<file path="config.mk">
export PLATFORM = sky130hd
export DESIGN_NAME = crosspoint_switch_control_port
export DESIGN_NICKNAME = d
export VERILOG_FILES = /design/src/design/xpt_types_pkg.sv /design/src/design/crosspoint_switch_control_port.sv
export VERILOG_INCLUDE_DIRS = /design/src /design/src/design
export SDC_FILE = /design/constraint.sdc
export NUM_CORES = 1
export LEC_CHECK = 0
export ABC_CLOCK_PERIOD_IN_PS = 2020
export BUFFER_PORTS_ARGS = -buffer_cell sky130_fd_sc_hd__buf_2
export CAP_MARGIN = 0
export CORE_MARGIN = 8
export CORE_UTILIZATION = 35
export CTS_CLUSTER_DIAMETER = 80
export CTS_CLUSTER_SIZE = 20
export DETAILED_ROUTE_END_ITERATION = 6
export GPL_TIMING_DRIVEN = 1
export MAX_ROUTING_LAYER = met4
export PLACE_DENSITY_LB_ADDON = 0.08
export SKIP_LAST_GASP = 1
export SLEW_MARGIN = 30
export SYNTH_ARGS = -nofsm -noshare
export SYNTH_HDL_FRONTEND = slang
export SYNTH_SLANG_ARGS = --single-unit
</file>
<file path="constraint.sdc">
create_clock -name clk_i -period 2.02 [get_ports clk_i]
set_input_delay 0.101 -clock clk_i [delete_from_list [all_inputs] [get_ports clk_i]]
set_output_delay 0.101 -clock clk_i [all_outputs]
set_load 0.02 [all_outputs]
</file>
<file path="src/design/xpt_defs.svh">
// Constants of the crosspoint switch control port.
// Assumes inclusion by bare name from the design module.
`ifndef XPT_DEFS_SVH
`define XPT_DEFS_SVH
// Positions inside the synchronised pin vector
`define POS_IFSEL 0
`define POS_D0 1
`define POS_D1 2
`define POS_D2 3
`define POS_CLASS 4
`define POS_ADDR 5
`define POS_WR 8
`define POS_LT 9
`define POS_CSN 10
`define POS_CS 11
`define POS_MODE 12
`define POS_TERM 13
`define PIN_W 14
// Register offsets on the bus
`define OFF_CTRL 8'h00
`define OFF_FIRST 8'h04
`define OFF_SECOND 8'h08
`define OFF_STAT 8'h0c
// Field positions
`define CTRL_ACCEPT 0
`define STAT_EN 0
`define STAT_SER 8
`define STAT_TERM 9
// Reset values
`define CTRL_RST 1'b1
`define FIRST_RST 32'h0000_0000
`define SECOND_RST 32'h0000_0000
`define EN_RST 8'h00
`endif

</file>
<file path="src/design/xpt_types_pkg.sv">
// Types shared by the crosspoint switch control port.
// Assumes nothing of its surroundings.
package xpt_types_pkg;
   // One four-bit command or selection code
   typedef logic [3:0] code_t;
   // Command codes above the channel numbers
   typedef enum logic [3:0] {
      CMD_GROUND = 4'h8,
      CMD_SER_ON = 4'h9,
      CMD_SER_OFF = 4'ha,
      CMD_OFF_ONE = 4'hb,
      CMD_ON_ONE = 4'hc,
      CMD_OFF_ALL = 4'hd,
      CMD_ON_ALL = 4'he,
      CMD_SW_XFER = 4'hf
   } cmd_e;
endpackage

</file>
<file path="src/design/crosspoint_switch_control_port.sv">
// Control port of an 8x8 crosspoint switch with a Wishbone window.
// Assumes pins are asynchronous to clk_i and strobes last several
// clock periods; the Wishbone master is on clk_i.
//
// Added by the designer: the address map and the Wishbone interface to the registers.
`timescale 1ns/1ps
`include "xpt_defs.svh"

// Two-stage synchroniser for a vector of pins
module xpt_sync2 #(
   parameter int W = 1
) (
   input wire logic clk_i,
   input wire logic [W-1:0] d_i,
   output logic [W-1:0] q_o
);
   logic [W-1:0] meta_q; // First stage, read only by second
   logic [W-1:0] sync_q; // Second stage
   // Two flops in a row
   always_ff @(posedge clk_i) begin
      meta_q <= d_i;
      sync_q <= meta_q;
   end
   assign q_o = sync_q;
endmodule

module crosspoint_switch_control_port (
   input wire logic clk_i,
   input wire logic rst_i,
   input wire logic interface_select_i,
   input wire logic bit0_or_shift_input_i,
   input wire logic bit1_or_shift_output_i,
   output logic bit1_or_shift_output_o,
   output logic bit1_or_shift_output_oe_o,
   input wire logic data_bit_two_i,
   input wire logic code_class_bit_i,
   input wire logic [2:0] output_select_i,
   input wire logic write_strobe_i,
   input wire logic transfer_strobe_i,
   input wire logic chip_select_n_i,
   input wire logic chip_select_i,
   input wire logic transfer_mode_i,
   input wire logic termination_enable_i,
   output logic [7:0] buffer_enable_o,
   output logic [31:0] switch_code_o,
   output logic termination_on_o,
   input wire logic wb_cyc_i,
   input wire logic wb_stb_i,
   input wire logic wb_we_i,
   input wire logic [7:0] wb_adr_i,
   input wire logic [3:0] wb_sel_i,
   input wire logic [31:0] wb_dat_i,
   output logic [31:0] wb_dat_o,
   output logic wb_ack_o
);
   logic [`PIN_W-1:0] pin_s; // Synchronised pins
   logic ser_s; // Serial interface chosen
   logic d0_s, d1_s, d2_s, class_s; // Data pins
   logic [2:0] addr_s; // Output select
   logic wr_s, lt_s; // Write and transfer strobes
   logic csn_s, cs_s; // Chip selects
   logic mode_s; // Edge mode when high
   logic term_s; // Termination request
   logic wr_prev_q, lt_prev_q; // Strobe history
   logic [31:0] first_q, first_d; // First rank
   logic [31:0] second_q; // Second rank
   logic [7:0] en_q, en_d; // Buffer enables
   logic ctrl_q; // Software accept of write strobes
   logic sout_q, oe_q, term_q; // Pin side flops
   logic [31:0] wb_dat_q; // Read data
   logic wb_ack_q; // Bus answer
   logic wr_rise, lt_rise, cs_ok, wr_ok;
   logic ser_wr, par_wr, par_store, par_ctl, par_sw, load_now;
   logic [3:0] cmd_w; // Parallel command nibble
   logic [7:0] addr_mask; // One-hot addressed output
   logic [31:0] nib_mask; // Nibble of addressed output
   logic [31:0] xfer_second; // Rank two after a load
   logic [7:0] xfer_en; // Enables after a load
   logic wb_req, wb_wr, ctrl_hit, first_hit, second_hit, stat_hit;
   logic [31:0] rd_w;

   // Every pin passes two flops before use
   xpt_sync2 #(.W(`PIN_W)) u_sync (
      .clk_i(clk_i),
      .d_i({termination_enable_i, transfer_mode_i, chip_select_i,
            chip_select_n_i, transfer_strobe_i, write_strobe_i,
            output_select_i, code_class_bit_i, data_bit_two_i,
            bit1_or_shift_output_i, bit0_or_shift_input_i,
            interface_select_i}),
      .q_o(pin_s)
   );

   // Unpack the synchronised pins
   assign ser_s = pin_s[`POS_IFSEL];
   assign d0_s = pin_s[`POS_D0];
   assign d1_s = pin_s[`POS_D1];
   assign d2_s = pin_s[`POS_D2];
   assign class_s = pin_s[`POS_CLASS];
   assign addr_s = pin_s[`POS_ADDR +: 3];
   assign wr_s = pin_s[`POS_WR];
   assign lt_s = pin_s[`POS_LT];
   assign csn_s = pin_s[`POS_CSN];
   assign cs_s = pin_s[`POS_CS];
   assign mode_s = pin_s[`POS_MODE];
   assign term_s = pin_s[`POS_TERM];

   // Strobe edges and write qualification
   assign wr_rise = wr_s & ~wr_prev_q;
   assign lt_rise = lt_s & ~lt_prev_q;
   assign cs_ok = ~csn_s & cs_s;
   assign wr_ok = wr_rise & cs_ok & ctrl_q;
   assign ser_wr = wr_ok & ser_s;
   assign par_wr = wr_ok & ~ser_s;

   // Parallel command decode; class bit picks channel or control
   assign cmd_w = {class_s, d2_s, d1_s, d0_s};
   assign par_store = par_wr & (cmd_w <= 4'h8);
   assign par_ctl = par_wr & (cmd_w >= 4'hb) & (cmd_w <= 4'he);
   assign par_sw = par_wr & lt_s
      & (cmd_w == xpt_types_pkg::CMD_SW_XFER);

   // Output addressed by the host
   assign addr_mask = 8'h01 << addr_s;
   assign nib_mask = 32'hf000_0000 >> {addr_s, 2'b00};

   // When rank two takes rank one
   assign load_now = (mode_s ? lt_rise : ~lt_s)
      | par_ctl
      | par_sw;

   // First rank: serial shift or parallel nibble store
   assign first_d = ser_wr ? {first_q[30:0], d0_s}
      : par_store ? ((first_q & ~nib_mask)
                     | ({8{cmd_w}} & nib_mask))
      : first_q;

   // Per-output load; output 0 sits in the top nibble
   genvar k;
   generate
      for (k = 0; k < 8; k++) begin : g_out
         xpt_types_pkg::code_t fn; // Rank one code
         xpt_types_pkg::code_t sn; // Rank two code
         assign fn = first_q[31-4*k -: 4];
         assign sn = second_q[31-4*k -: 4];
         // Codes above 1010 inhibit the load
         assign xfer_second[31-4*k -: 4] = (fn <= 4'ha) ? fn : sn;
         // Serial on and off codes steer the buffer
         assign xfer_en[k] =
            (fn == xpt_types_pkg::CMD_SER_ON) ? 1'b1
            : (fn == xpt_types_pkg::CMD_SER_OFF) ? 1'b0
            : en_q[k];
      end
   endgenerate

   // Enables: load first, then parallel control on top
   always_comb begin
      en_d = load_now ? xfer_en : en_q;
      if (par_ctl) begin
         case (cmd_w)
            xpt_types_pkg::CMD_OFF_ONE: begin
               en_d = en_d & ~addr_mask;
            end
            xpt_types_pkg::CMD_ON_ONE: begin
               en_d = en_d | addr_mask;
            end
            xpt_types_pkg::CMD_OFF_ALL: begin
               en_d = 8'h00;
            end
            xpt_types_pkg::CMD_ON_ALL: begin
               en_d = 8'hff;
            end
            default: begin
               en_d = en_d;
            end
         endcase
      end
   end

   // Strobe history
   always_ff @(posedge clk_i) begin
      if (rst_i) begin
         wr_prev_q <= wr_s; // Track the pin level: no false edge
         lt_prev_q <= lt_s; // Strobe may idle high across reset
      end else begin
         wr_prev_q <= wr_s;
         lt_prev_q <= lt_s;
      end
   end

   // Both ranks and the buffer enables
   always_ff @(posedge clk_i) begin
      if (rst_i) begin
         first_q <= `FIRST_RST;
         second_q <= `SECOND_RST;
         en_q <= `EN_RST;
      end else begin
         first_q <= first_d;
         en_q <= en_d;
         if (load_now) begin
            second_q <= xfer_second;
         end
      end
   end

   // Pin side: serial out, its enable, terminations
   always_ff @(posedge clk_i) begin
      if (rst_i) begin
         sout_q <= 1'b0;
         oe_q <= 1'b0;
         term_q <= 1'b0;
      end else begin
         sout_q <= first_q[31];
         oe_q <= ser_s;
         term_q <= term_s;
      end
   end

   // Bus decode, word aligned
   assign wb_req = wb_cyc_i & wb_stb_i & ~wb_ack_q;
   assign wb_wr = wb_req & wb_we_i;
   assign ctrl_hit = {wb_adr_i[7:2], 2'b00} == `OFF_CTRL;
   assign first_hit = {wb_adr_i[7:2], 2'b00} == `OFF_FIRST;
   assign second_hit = {wb_adr_i[7:2], 2'b00} == `OFF_SECOND;
   assign stat_hit = {wb_adr_i[7:2], 2'b00} == `OFF_STAT;
   // Unmapped reads return zero
   assign rd_w = ctrl_hit ? {31'h0, ctrl_q}
      : first_hit ? first_q
      : second_hit ? second_q
      : stat_hit ? {22'h0, term_q, ser_s, en_q}
      : 32'h0;

   // Bus slave: one-cycle answer to every request
   always_ff @(posedge clk_i) begin
      if (rst_i) begin
         wb_ack_q <= 1'b0;
         wb_dat_q <= 32'h0;
         ctrl_q <= `CTRL_RST;
      end else begin
         wb_ack_q <= wb_req;
         wb_dat_q <= wb_req ? rd_w : 32'h0;
         if (wb_wr & ctrl_hit & wb_sel_i[0]) begin
            ctrl_q <= wb_dat_i[`CTRL_ACCEPT];
         end
      end
   end

   // Outputs straight from flops
   assign bit1_or_shift_output_o = sout_q;
   assign bit1_or_shift_output_oe_o = oe_q;
   assign buffer_enable_o = en_q;
   assign switch_code_o = second_q;
   assign termination_on_o = term_q;
   assign wb_dat_o = wb_dat_q;
   assign wb_ack_o = wb_ack_q;
endmodule

</file>
# ---- Word-level counts from Yosys, hierarchy flattened
# Cells that the tools add are included.
dict set report totals {
  reg_bits 139
  wordCells 129
  output_inout_bits 76
}
dict set report classes {
  bitwise 33
  magnitude_cmp 11
  eq_ne 24
  muxes 26
  n_reduce_logical 12
  shifts 2
}
# operator n
set ops {}
lappend ops {{32-bit 2-to-1 mux} 4}
lappend ops {{4-bit equality test, second input constant} 21}
lappend ops {{32-bit bitwise AND} 2}
lappend ops {{4-bit <= comparator, second input constant} 10}
lappend ops {{32-bit inverter} 1}
lappend ops {{32-bit bitwise OR} 1}
lappend ops {{8-bit case mux with 4 select lines} 1}
lappend ops {{32-bit by 5-bit >> shifter with 32-bit output, first input constant} 1}
lappend ops {{1-bit 2-to-1 mux} 18}
lappend ops {{1-bit bitwise AND} 17}
lappend ops {{8-bit 2-to-1 mux} 2}
lappend ops {{2-bit AND reduction} 8}
lappend ops {{6-bit by 2-bit equality test with 1-bit output, second input constant} 2}
lappend ops {{10-bit 2-to-1 mux} 1}
lappend ops {{8-bit bitwise AND} 1}
lappend ops {{8-bit inverter} 1}
lappend ops {{8-bit bitwise OR} 1}
lappend ops {{1-bit by 3-bit left shift with 8-bit output, first input constant} 1}
lappend ops {{1-bit inverter} 7}
lappend ops {{6-bit by 1-bit equality test with 1-bit output, second input constant} 1}
lappend ops {{6-bit logical NOT} 1}
lappend ops {{4-bit greater-or-equal comparator, second input constant} 1}
lappend ops {{3-bit OR reduction} 1}
lappend ops {{1-bit bitwise OR} 2}
lappend ops {{2 further kinds} 2}

# ---- Logic depth before layout (Yosys ltp)
# Gate-level depths: netlist of the first run.
dict set report depth {
  word_depth 13
  ltp_mapped 8
  ltp_nobuf 5
}

# ---- Cells and area by module
# From an unflattened synthesis of the first run, not the netlist that was laid out.
dict set report hier_totals {
  cells_unflattened 648
  area_unflattened_um2 5810.6
}
# module area_per_inst_um2 n_inst cells_per_inst
set modules_own_cells {}
lappend modules_own_cells {crosspoint_switch_control_port 5250.0 1 620}
lappend modules_own_cells {xpt_sync2 560.5 1 28}

# ---- Worst setup path before layout of the first run
# OpenSTA, ideal clock, no wires.
dict set report synth_timing {
  kind {flip-flop to flip-flop}
  startpoint {register u_sync.sync_q[1], in the netlist u_sync.q_o[1]}
  endpoint {register second_q[26], in the netlist switch_code_o[26]}
  setup_ps 133
  arrival_ps 1444
  setup_slack_ps 444
  required_time_ps 1887
  stages_incl_launch_ff 8
  path_cell_list {dfxtp_1 > nand2_1 > mux2_4 > a21o_1 > buf_4 > buf_4 > a21oi_1 > nor3_1}
}
dict set report synth_via {
  elab_chain_len 6
  word_cells_on_any_way 9
}
# item line
set synth_lines {}
lappend synth_lines {{start, declared} crosspoint_switch_control_port.sv:18} ;# logic [W-1:0] sync_q;
lappend synth_lines {{start signal, assigned} crosspoint_switch_control_port.sv:22} ;# sync_q <= meta_q;
lappend synth_lines {{4-bit greater-or-equal comparator} crosspoint_switch_control_port.sv:118} ;# assign par_ctl = par_wr & (cmd_w >= 4'hb) & (cmd_w <= 4'he);
lappend synth_lines {{1-bit bitwise AND (2 in series)} crosspoint_switch_control_port.sv:118}
lappend synth_lines {{1-bit bitwise OR} crosspoint_switch_control_port.sv:128} ;# | par_ctl
lappend synth_lines {{1-bit bitwise OR (*)} crosspoint_switch_control_port.sv:129} ;# | par_sw;
lappend synth_lines {{2-bit AND reduction (no line) (*)} -}
lappend synth_lines {{end signal, assigned} crosspoint_switch_control_port.sv:194} ;# second_q <= `SECOND_RST;
lappend synth_lines {{end signal, assigned} crosspoint_switch_control_port.sv:200} ;# second_q <= xfer_second;
lappend synth_lines {{end, declared} crosspoint_switch_control_port.sv:66} ;# logic [31:0] second_q;
# Mark *: on every way between the ends. The rest lies on a longest branch, timed or not.
# A chain may end at the register's enable or synchronous reset.

# ---- Final worst setup path of the first run
dict set report layout_timing {
  startpoint {register ctrl_q}
  endpoint {register en_q[3], in the netlist buffer_enable_o[3]}
}
dict set report layout_via {
  elab_chain_len 10
  word_cells_on_any_way 13
}
# item line
set layout_lines {}
lappend layout_lines {{start, declared} crosspoint_switch_control_port.sv:68} ;# logic ctrl_q;
lappend layout_lines {{start signal, assigned} crosspoint_switch_control_port.sv:237} ;# ctrl_q <= `CTRL_RST;
lappend layout_lines {{start signal, assigned} crosspoint_switch_control_port.sv:242} ;# ctrl_q <= wb_dat_i[`CTRL_ACCEPT];
lappend layout_lines {{1-bit bitwise AND (*)} crosspoint_switch_control_port.sv:111} ;# assign wr_ok = wr_rise & cs_ok & ctrl_q;
lappend layout_lines {{1-bit bitwise AND (*)} crosspoint_switch_control_port.sv:113} ;# assign par_wr = wr_ok & ~ser_s;
lappend layout_lines {{1-bit bitwise AND (2 in series)} crosspoint_switch_control_port.sv:118}
lappend layout_lines {{1-bit bitwise OR} crosspoint_switch_control_port.sv:128}
lappend layout_lines {{1-bit bitwise OR} crosspoint_switch_control_port.sv:129}
lappend layout_lines {{8-bit 2-to-1 mux} crosspoint_switch_control_port.sv:157} ;# en_d = load_now ? xfer_en : en_q;
lappend layout_lines {{8-bit bitwise OR / 8-bit bitwise AND (equally long branches)} {crosspoint_switch_control_port.sv:164, crosspoint_switch_control_port.sv:161}}
lappend layout_lines {{8-bit case mux with 4 select lines} crosspoint_switch_control_port.sv:159} ;# case (cmd_w)
lappend layout_lines {{8-bit 2-to-1 mux (*)} crosspoint_switch_control_port.sv:158} ;# if (par_ctl) begin
lappend layout_lines {{end signal, assigned} crosspoint_switch_control_port.sv:195} ;# en_q <= `EN_RST;
lappend layout_lines {{end signal, assigned} crosspoint_switch_control_port.sv:198} ;# en_q <= en_d;
lappend layout_lines {{end, declared} crosspoint_switch_control_port.sv:67} ;# logic [7:0] en_q, en_d;
# Marks and branches as above.

==> flow_summary.json, run 1 <==
{
  "gp_congestion": 0.811,
  "post-place-cells": 960,
  "mostFrequentLayoutCell": "dfxtp_1",
  "grt_pass1_wl_um": 28900,
  "rsz0062_at_grt": "false",
  "num_rows": 47,
  "ff2ff_path_depth": 7,
  "drv_cap": 0,
  "leakagePower_nw": 2.70,
  "tns_ps": 0,
  "hold_viol": 0,
  "ys_seq_area_share_pct": 47.6,
  "area.growth.synth_to_final_pct": 27.1,
  "fill_cells": 1657,
  "drtIter0Drc": 471,
  "endpoint_kind": "register",
  "grt_pass1_vias": 5244,
  "viasPerCell": 5.35,
  "drc": 0,
  "cts-htree-levels": 4,
  "reg2reg_to": "buffer_enable_o[3]$_SDFF_PP0_",
  "crit_chain": "nand3b_1, nor3_4, buf_4, nor3b_4, buf_4, a22oi_1, a221oi_1",
  "cp.required_ps": 2350,
  "cts_tree": "done",
  "slew_viol_final": 0,
  "min_period_ps": 1830,
  "max_freq_mhz": 546,
  "diodes": 0,
  "wl_per_cell_um": 17.6,
  "slowest_delay_ps": 420,
  "dieArea_um2": 21100,
  "syn-instance-count": 661,
  "syn_nets": 724,
  "cp_slowest_cell": "dfxtp_1",
  "irDropWorstVdd_v": 0.000574,
  "ant_nets": 0,
  "slew_headroom_pct": 52.8,
  "status": "finished, final reports clean",
  "pwr_density_cell_nw_per_um2": 850,
  "cts_made_buffers": 17,
  "antenna_found_initial": 0,
  "dr_total_vias": 5429,
  "core_um2": 16500,
  "yosysWarnings": 0,
  "path_delay_family": "simple AND/OR/NAND/NOR gates",
  "clock_path_buffers": 2,
  "nNetsFinal": 845,
  "fin_area_um2": 7430,
  "path_max_fanout": 5,
  "fin_cells": 1015,
  "clk_pin_slew_worst_paths_ps": 60,
  "crit-reg2reg-launch": "ctrl_q$_SDFFE_PP1P_",
  "track_usage_pct": 17.4,
  "dr.pass1.iters": 5,
  "clock_latency_ps": 420,
  "port_buffers": 102,
  "min_path_type": "primary input to register",
  "finalCritPeriodShare_pct": 90.7,
  "num_io_pins": 139,
  "synthArstFlopShare_pct": 0,
  "overflow": 0,
  "postSynthAreaPerCell_um2": 8.84,
  "initial_core_util_pct": 35.5,
  "mostFrequentLayoutCells": "dfxtp_1, nor2_1, buf_2, a31oi_1, a21oi_1",
  "synth_edf_count": 0,
  "synth_area_leaders": "dfxtp_1, nor2_1, a211oi_1, a22oi_1, a31oi_1",
  "hold_end": "ctrl_q$_SDFFE_PP1P_",
  "grt_max_degree": 51,
  "worst_hold_startpoint": "wb_we_i",
  "finalWirelength_um": 17800,
  "power_w": 0.00632,
  "dp.final_hpwl_um": 12100,
  "synth-seq-cells": 139,
  "seq_area_um2": 2780,
  "cp.arrival_ps": 2160,
  "rrSetupSlack_ps": 190,
  "yosysTopAreaCell": "dfxtp_1",
  "die_y_um": 145,
  "root_buffer": "clkbuf_16",
  "clock_skew_ps": 7.96,
  "drive_gt1_share_pct": 23.9,
  "cts.sinks": 139,
  "syn-cell-area_um2": 5840,
  "setup_viol": 0,
  "synth_flop_cell": "dfxtp_1",
  "die_x_um": 145,
  "whs_path_depth": 4,
  "path_class": "register to register",
  "startpoint_type": "register",
  "synth_top_area_share_pct": 47.6,
  "multiInputGateArea_um2": 2750,
  "worst_pin_slew_ps": 704,
  "cpMostUsedCell": "buf_4",
  "yosysUniqueCellTypes": 50,
  "dpl_cell_area_um2": 6640,
  "crit_buf_inv": 2
}
worst max path at each step:
stage	startpoint	end	slack, ps	cells past startpoint
detailed placement	u_sync.q_o[1]$_DFF_P_	switch_code_o[12]$_SDFFE_PP0P_	80	6
CTS	u_sync.q_o[1]$_DFF_P_	switch_code_o[12]$_SDFFE_PP0P_	60	6
floorplan	u_sync.q_o[1]$_DFF_P_	switch_code_o[26]$_SDFFE_PP0P_	440	7
finish	ctrl_q$_SDFFE_PP1P_	buffer_enable_o[3]$_SDFF_PP0_	190	7
global route	ctrl_q$_SDFFE_PP1P_	buffer_enable_o[5]$_SDFF_PP0_	3	6
global placement	u_sync.q_o[1]$_DFF_P_	switch_code_o[24]$_SDFFE_PP0P_	110	6
tightest hold or removal path, delay by kind of cell:
kind / cells / cell delay (ps)
buffers and inverters: 1 / 100
muxes: 1 / 70
and+or+nand+nor: 2 / 150
cells by family after synthesis:
logic type	after synthesis	share of synthesized area, %
AND/OR/NAND/NOR	242	21.4
AO/OA/AOI/OAI	207	24.7
flip-flops	139	47.6
buffers and inverters	68	5.39
multiplexers	4	0.771
XOR/XNOR	1	0.150
power by group:
group / switching (W) / total, W / internal, W
sequential: 0.0000610 / 0.00287 / 0.00281
combinational: 0.000290 / 0.000471 / 0.000181
clock: 0.00124 / 0.00297 / 0.00173
total: 0.00159 / 0.00632 / 0.00472
synthesized netlist by cell type, drive strengths merged, types with 4 or more instances:
library cell	count
o21ai	34
nand2b	17
and3	11
a22oi	30
o41ai	8
nor2b	6
nor3	16
a211oi	38
a222oi	8
inv	22
nand2	27
nand3b	6
a221oi	8
dfxtp	139
nor2	111
a21oi	37
a31oi	36
nor3b	5
clkbuf	26
buf	20
nand3	24
and3b	4
nor4	7
layout make-up:
cell class                 instances  share of cell area [%]
tap                              220                    3.70
multi-input combinational        454                    37.0
clock inverter                    13                    1.60
inverter                          22                    1.11
sequential                       139                    37.4
clock buffer                      19                    5.96
timing repair buffer             148                    13.2
metrics by stage:
step	hold WS (ps)	worst slack, ps	util (%)
6_report	28.4	187	45.1
5_1_grt	53.8	3.13	45.1
4_1_cts	8.88	60.6	44.7
3_5_place_dp	205	75.3	40.3
3_3_place_gp	203	110	40.3
2_1_floorplan	129	444	-
layer usage:
layer,vias up,part of all wire (%),GRT usage [%]
met1,2541,50,23.3
li1,2680,-,-
met4,0,2.0,7.03
met5,-,0,-
met2,179,42,24.3
met3,29,6.0,4.60
timing repair:
action | in CTS | in global routing
gates resized for setup | 0 | 1
endpoints found under the setup margin | 0 | 20
hold buffers | 17 | 0
hold endpoints to repair | 16 | 0
setup buffers | 0 | 5
Power figures use the tool's default switching activity.
==> inputs of run 2 (changes only) <==
--- a/config.mk
+++ b/config.mk
@@ -6,7 +6,7 @@
 export SDC_FILE = /design/constraint.sdc
 export NUM_CORES = 1
 export LEC_CHECK = 0
-export ABC_CLOCK_PERIOD_IN_PS = 2020
+export ABC_CLOCK_PERIOD_IN_PS = 2300
 export BUFFER_PORTS_ARGS = -buffer_cell sky130_fd_sc_hd__buf_2
 export CAP_MARGIN = 0
 export CORE_MARGIN = 8
@@ -16,9 +16,8 @@
 export DETAILED_ROUTE_END_ITERATION = 6
 export GPL_TIMING_DRIVEN = 1
 export MAX_ROUTING_LAYER = met4
-export PLACE_DENSITY_LB_ADDON = 0.08
+export PLACE_DENSITY = 0.58
 export SKIP_LAST_GASP = 1
-export SLEW_MARGIN = 30
 export SYNTH_ARGS = -nofsm -noshare
 export SYNTH_HDL_FRONTEND = slang
 export SYNTH_SLANG_ARGS = --single-unit
==> constraint.sdc (replaced) <==
create_clock -name clk_i -period 2.3 [get_ports clk_i]
set_input_delay 0.115 -clock clk_i [delete_from_list [all_inputs] [get_ports clk_i]]
set_output_delay 0.115 -clock clk_i [all_outputs]
set_load 0.02 [all_outputs]
==> run 2 against run 1 <==
  * Final cell count shrank 1.1%
  * Count of clock-buffer cells in the layout grew 4
  * Sequential power shrank 12%
  * Clock skew grew 3.9 ps
  * Clock power grew 3%
  * Critical endpoint is now switch_code_o[16]$_SDFFE_PP0P_
  * Largest power group unchanged
  * Highest routed layer unchanged
==> flow_summary.json, run 2 (synthesis results as in run 1) <==
{
  "status": "finished, final reports clean",
  "pwr_density_cell_nw_per_um2": 807,
  "gp_congestion": 0.815,
  "tns_ps": 0,
  "root_buffer": "clkbuf_16",
  "port_buffers": 102,
  "internal_power_w": 0.00463,
  "clk_pin_slew_worst_paths_ps": 60,
  "drtIter0Drc": 508,
  "timing.hold.ws_ps": 26.8,
  "hold_end": "wb_ack_o$_SDFF_PP0_",
  "p_switching_w": 0.00133,
  "worst_slack_ps": 254,
  "overflow": 0,
  "setup_viol": 0,
  "rrSetupSlack_ps": 250,
  "drive_gt1_share_pct": 22.4,
  "dpl_cell_area_um2": 6540,
  "dieArea_um2": 21100,
  "finalWirelength_um": 17400,
  "irDropWorstVdd_v": 0.000446,
  "crit_chain": "nand2_1, mux2_4, a21oi_2, o21ai_0, a21oi_1",
  "path_class": "register to register",
  "nNetsFinal": 834,
  "grt_pass1_vias": 5234,
  "viasPerCell": 5.46,
  "slew_viol_final": 0,
  "dr_total_vias": 5483,
  "dp.final_hpwl_um": 11700,
  "cp_slowest_cell": "a21oi_2",
  "worst_hold_startpoint": "rst_i",
  "post-place-cells": 954,
  "crit-reg2reg-launch": "u_sync.q_o[2]$_DFF_P_",
  "ff2ff_path_depth": 5,
  "path_max_fanout": 16,
  "crit_buf_inv": 0,
  "clock_path_buffers": 2,
  "min_period_ps": 2050,
  "die_y_um": 145,
  "max_freq_mhz": 489,
  "grt_pass1_wl_um": 27900,
  "cp.arrival_ps": 2390,
  "swShare_pct": 22.4,
  "clock_skew_ps": 11.8,
  "combPwrFrac_pct": 6.5,
  "fin_cells": 1004,
  "cts_tree": "done",
  "clock_latency_ps": 420,
  "finalCritPeriodShare_pct": 88.9,
  "drv_cap": 0,
  "drc": 0,
  "fin_area_um2": 7380,
  "pwr-share-seq_pct": 42.4,
  "mostFrequentLayoutCell": "dfxtp_1",
  "dp_slack_ps": 183,
  "hold_viol": 0,
  "cts.sinks": 139,
  "post_cts_buffers": 0,
  "slew_headroom_pct": 38.4,
  "startpoint_type": "register",
  "worst_pin_slew_ps": 924,
  "cts-htree-levels": 4,
  "dr.pass1.iters": 6,
  "ant_nets": 0,
  "num_io_pins": 139,
  "reg2reg_to": "switch_code_o[16]$_SDFFE_PP0P_",
  "grt_max_degree": 51,
  "whs_path_depth": 2,
  "num_rows": 47,
  "core_um2": 16500,
  "fill_cells": 1618,
  "cts_made_buffers": 17,
  "mostFrequentLayoutCells": "dfxtp_1, nor2_1, buf_2, a31oi_1, a21oi_1",
  "path_delay_family": "compound AO/OA/AOI/OAI gates",
  "min_path_type": "primary input to register",
  "endpoint_kind": "register",
  "leakagePower_nw": 2.67,
  "wl_per_cell_um": 17.4,
  "area.growth.synth_to_final_pct": 26.3,
  "cp.required_ps": 2640,
  "rsz0062_at_grt": "false",
  "initial_core_util_pct": 35.5,
  "slowest_delay_ps": 750,
  "diodes": 0,
  "clkPwrFrac_pct": 51.1,
  "antenna_found_initial": 0,
  "track_usage_pct": 16.6,
  "die_x_um": 145
}
[run 2: changes by cell type in the layout (fill, tap and decap cells not counted), sizes merged]
cell	previous run	this run
buf	130	119
a21oi	37	38
inv	25	23
bufinv	1	5
clkbuf	20	23
clkinv	5	2
clkinvlp	4	1
[run 2: what timing repair did]
action                                  CTS  global route
hold buffers                             17             0
hold endpoints to repair                 16             0
endpoints found under the setup margin    0             2
resized for setup                         0             0
[run 2: power groups by stage]
stage	sequential, W	combinational (W)	clock [W]
after floorplan	0.00258	0.000234	0
after global placement	0.00258	0.000349	0
after detailed placement	0.00258	0.000358	0
after CTS	0.00252	0.000379	0.00310
after global routing	0.00253	0.000419	0.00323
final	0.00253	0.000387	0.00305
[run 2: worst register-to-register path: stages (launching register included)]
cell,delay [ps]
dfxtp_1,340
nand2_1,120
mux2_4,360
a21oi_2,750
o21ai_0,210
a21oi_1,190
[run 2: worst max-delay path by stage]
stage,startpoint,end,cells after the start,slack (ps)
after global placement,u_sync.q_o[1]$_DFF_P_,buffer_enable_o[4]$_SDFF_PP0_,5,250
after global routing,u_sync.q_o[2]$_DFF_P_,switch_code_o[24]$_SDFFE_PP0P_,5,100
after detailed placement,u_sync.q_o[2]$_DFF_P_,buffer_enable_o[7]$_SDFF_PP0_,5,180
after floorplan,u_sync.q_o[1]$_DFF_P_,switch_code_o[26]$_SDFFE_PP0P_,7,720
after CTS,u_sync.q_o[2]$_DFF_P_,buffer_enable_o[7]$_SDFF_PP0_,5,160
final,u_sync.q_o[2]$_DFF_P_,switch_code_o[16]$_SDFFE_PP0P_,5,250
[run 2: per-layer routing]
layer	global-route usage [%]	share of wire, %	up-vias
met1	20.8	45	2584
met4	6.04	2.0	0
met3	4.17	7.1	30
met5	-	0	-
met2	25.4	45	222
li1	-	-	2647
[run 2: per-stage QoR]
stage	utilization, %	power [W]
floorplan	-	0.00281
global placement	39.7	0.00292
detailed placement	39.7	0.00294
CTS	44.8	0.00601
global route	44.8	0.00618
finish	44.8	0.00596
[run 2: layout make-up]
type                    count  area, um^2  area share (%)
clock buffers              23         478            6.48
well taps                 220         275            3.73
inverters                  22        82.6            1.12
multi-input cells         455        2760            37.4
clock inverters             9         184            2.49
flip-flops and latches    139        2780            37.7
repair buffers            136         821            11.1
==> inputs of run 3 (changes only) <==
--- a/config.mk
+++ b/config.mk
@@ -6,7 +6,7 @@
 export SDC_FILE = /design/constraint.sdc
 export NUM_CORES = 1
 export LEC_CHECK = 0
-export ABC_CLOCK_PERIOD_IN_PS = 2300
+export ABC_CLOCK_PERIOD_IN_PS = 2550
 export BUFFER_PORTS_ARGS = -buffer_cell sky130_fd_sc_hd__buf_2
 export CAP_MARGIN = 0
 export CORE_MARGIN = 8
@@ -14,10 +14,11 @@
 export CTS_CLUSTER_DIAMETER = 80
 export CTS_CLUSTER_SIZE = 20
 export DETAILED_ROUTE_END_ITERATION = 6
-export GPL_TIMING_DRIVEN = 1
+export GPL_TIMING_DRIVEN = 0
 export MAX_ROUTING_LAYER = met4
 export PLACE_DENSITY = 0.58
 export SKIP_LAST_GASP = 1
 export SYNTH_ARGS = -nofsm -noshare
 export SYNTH_HDL_FRONTEND = slang
+export SYNTH_HIERARCHICAL = 1
 export SYNTH_SLANG_ARGS = --single-unit
==> constraint.sdc (replaced) <==
create_clock -name clk_i -period 2.55 [get_ports clk_i]
set_input_delay 0.1275 -clock clk_i [delete_from_list [all_inputs] [get_ports clk_i]]
set_output_delay 0.1275 -clock clk_i [all_outputs]
set_load 0.02 [all_outputs]
==> run 3 against run 2 <==
  * Maximum frequency fell by 3.1%
  * Highest routed layer unchanged
  * Clock power fell by 15%
  * Clock skew fell by 0.70 ps
  * Power fell by 12%
  * Combinational power barely moved
  * Routed wire length rose by 9.2%
  * Largest cell class unchanged
  * Die area fell by 0.52%
==> flow_summary.json, run 3 <==
{
  "status": "finished, final reports clean",
  "cp.required_ps": 2870,
  "grt_pass1_vias": 5272,
  "yosys-top-cells-count": "dfxtp_1, nor2_1, a21oi_1",
  "dieArea_um2": 21000,
  "drv_cap": 0,
  "worst_hold_startpoint": "wb_we_i",
  "max_freq_mhz": 474,
  "mostFrequentLayoutCell": "dfxtp_1",
  "slew_headroom_pct": 35.7,
  "syn-instance-count": 648,
  "finalCritPeriodShare_pct": 82.8,
  "multiInputGateArea_um2": 2760,
  "irDropWorstVdd_v": 0.000476,
  "synth_flop_cell": "dfxtp_1",
  "critPathLaunch": "u_sync/q_o[3]$_DFF_P_",
  "pwr_density_cell_nw_per_um2": 710,
  "num_io_pins": 139,
  "clock_latency_ps": 420,
  "endpoint_kind": "register",
  "synth_edf_count": 0,
  "cts_resized": 0,
  "drc": 0,
  "rrSetupSlack_ps": 440,
  "initial_core_util_pct": 35.4,
  "cts_tree": "done",
  "leakagePower_nw": 2.77,
  "cp.arrival_ps": 2430,
  "track_usage_pct": 19.1,
  "diodes": 0,
  "overflow": 0,
  "crit_chain": "clkbuf_1, nor2_1, nor2_1, o21ai_0, a311oi_1",
  "synth_top_area_share_pct": 47.9,
  "postSynthAreaPerCell_um2": 8.97,
  "syn-cell-area_um2": 5810,
  "port_buffers": 101,
  "cp_slowest_cell": "clkbuf_1",
  "yosysWarnings": 6,
  "ys_seq_area_share_pct": 47.9,
  "dr.pass1.iters": 6,
  "wl_per_cell_um": 18.7,
  "startpoint_type": "register",
  "drive_gt1_share_pct": 23.5,
  "mostFrequentLayoutCells": "dfxtp_1, buf_2, nor2_1, a21oi_1, o21ai_0",
  "min_path_type": "primary input to register",
  "setup_viol": 0,
  "viasPerCell": 5.51,
  "cts.sinks": 139,
  "die_x_um": 145,
  "path_max_fanout": 10,
  "grt_pass1_wl_um": 29300,
  "die_y_um": 145,
  "ant_nets": 0,
  "fill_cells": 1578,
  "clock_skew_ps": 11.1,
  "dpl_cell_area_um2": 6590,
  "area.growth.synth_to_final_pct": 27.0,
  "seq_area_um2": 2780,
  "clk_pin_slew_worst_paths_ps": 60,
  "fin_area_um2": 7380,
  "path_class": "register to register",
  "antenna_found_initial": 0,
  "crit-reg2reg-launch": "u_sync/q_o[3]$_DFF_P_",
  "met2_length_um": 9010,
  "synthArstFlopShare_pct": 0,
  "dp.final_hpwl_um": 13300,
  "syn_nets": 711,
  "tns_ps": 0,
  "worst_pin_slew_ps": 965,
  "rsz0062_at_grt": "false",
  "met1Wirelength_um": 7950,
  "cts_made_buffers": 17,
  "nNetsFinal": 848,
  "slew_viol_final": 0,
  "clock_path_buffers": 2,
  "gp_congestion": 0.892,
  "root_buffer": "clkbuf_16",
  "hold_viol": 0,
  "synth-seq-cells": 139,
  "dr_wl_met3_um": 1370,
  "grt_max_degree": 17,
  "core_um2": 16400,
  "synth.most_common_cell": "dfxtp_1",
  "synth_area_leaders": "dfxtp_1, nor2_1, a22oi_1, a21oi_1, a211oi_1",
  "yosysUniqueCellTypes": 48,
  "cpMostUsedCell": "nor2_1",
  "dr_total_vias": 5607,
  "drtIter0Drc": 567,
  "min_period_ps": 2110,
  "top_layer": "met4",
  "num_rows": 47,
  "finalWirelength_um": 19000,
  "cts-htree-levels": 4,
  "yosysTopAreaCell": "dfxtp_1",
  "slowest_delay_ps": 560
}
## run 3: changes by cell type in the layout (fill, tap and decap cells not counted), sizes merged, moves of 9 or more
cell | previous run | this run
clkbuf | 23 | 52
mux2 | 1 | 10
nand2 | 27 | 15
a21oi | 38 | 47
and3 | 11 | 23
inv | 23 | 11
## run 3: path summary, 6_finish.rpt
check	to	cells past startpoint
worst max register to register	buffer_enable_o[4]$_SDFF_PP0_	5
worst max-delay path	buffer_enable_o[4]$_SDFF_PP0_	5
worst min register to register	u_sync/q_o[9]$_DFF_P_	0
worst min-delay path	ctrl_q$_SDFFE_PP1P_	4
## run 3: what timing repair did
action / 4_1_cts / 5_1_grt
hold endpoints to repair: 16 / 0
endpoints found under the setup margin: 0 / 0
hold buffers: 17 / 0
setup buffers: 0 / 0
## run 3: logic make-up (layout without fill, tap and decap cells)
logic type      after synthesis  in the layout  synth area share (%)
simple gates                238            238                  21.1
buf+inv                      58            207                  4.65
flops                       139            139                  47.9
mux                          14             14                  2.91
compound gates              198            198                  23.3
xor+xnor                      1              1                 0.151
## run 3: area by class of cell
class                      instances  area share, %
sequential                       139           37.7
multi-input combinational        451           37.4
timing repair buffer             118           9.15
clock buffer                      22           6.56
tap                              220           3.73
buffer                            48           3.15
clock inverter                     9           1.85
inverter                          10          0.508
## run 3: report_power, final
| group | switching, W | internal [W] |
|---|---|---|
| clock network | 0.000944 | 0.00164 |
| logic | 0.000251 | 0.000135 |
| registers | 0.0000487 | 0.00223 |
| total | 0.00124 | 0.00400 |
## run 3: metrics by stage
step	hold WS, ps	utilization, %	setup slack (ps)	cells	power, W
2_1_floorplan	155	-	954	648	0.00254
3_3_place_gp	230	40.2	554	969	0.00268
3_5_place_dp	231	40.2	506	969	0.00268
4_1_cts	36.9	45.0	493	1017	0.00528
5_1_grt	72.7	45.0	337	1017	0.00542
6_report	55.5	45.0	439	1017	0.00524
## run 3: routing by layer
layer / vias to the layer above / global-route usage [%]
li1: 2648 / -
met1: 2664 / 22.4
met2: 247 / 29.9
met3: 48 / 4.76
met4: 0 / 9.53
met5: - / -
## run 3: critical path: cells and delay by family (launching register included)
family / cells / cell delay (ps)
AND/OR/NAND/NOR: 2 / 560
AO/OA/AOI/OAI: 2 / 450
buffers and inverters: 1 / 560
flip-flops: 1 / 430
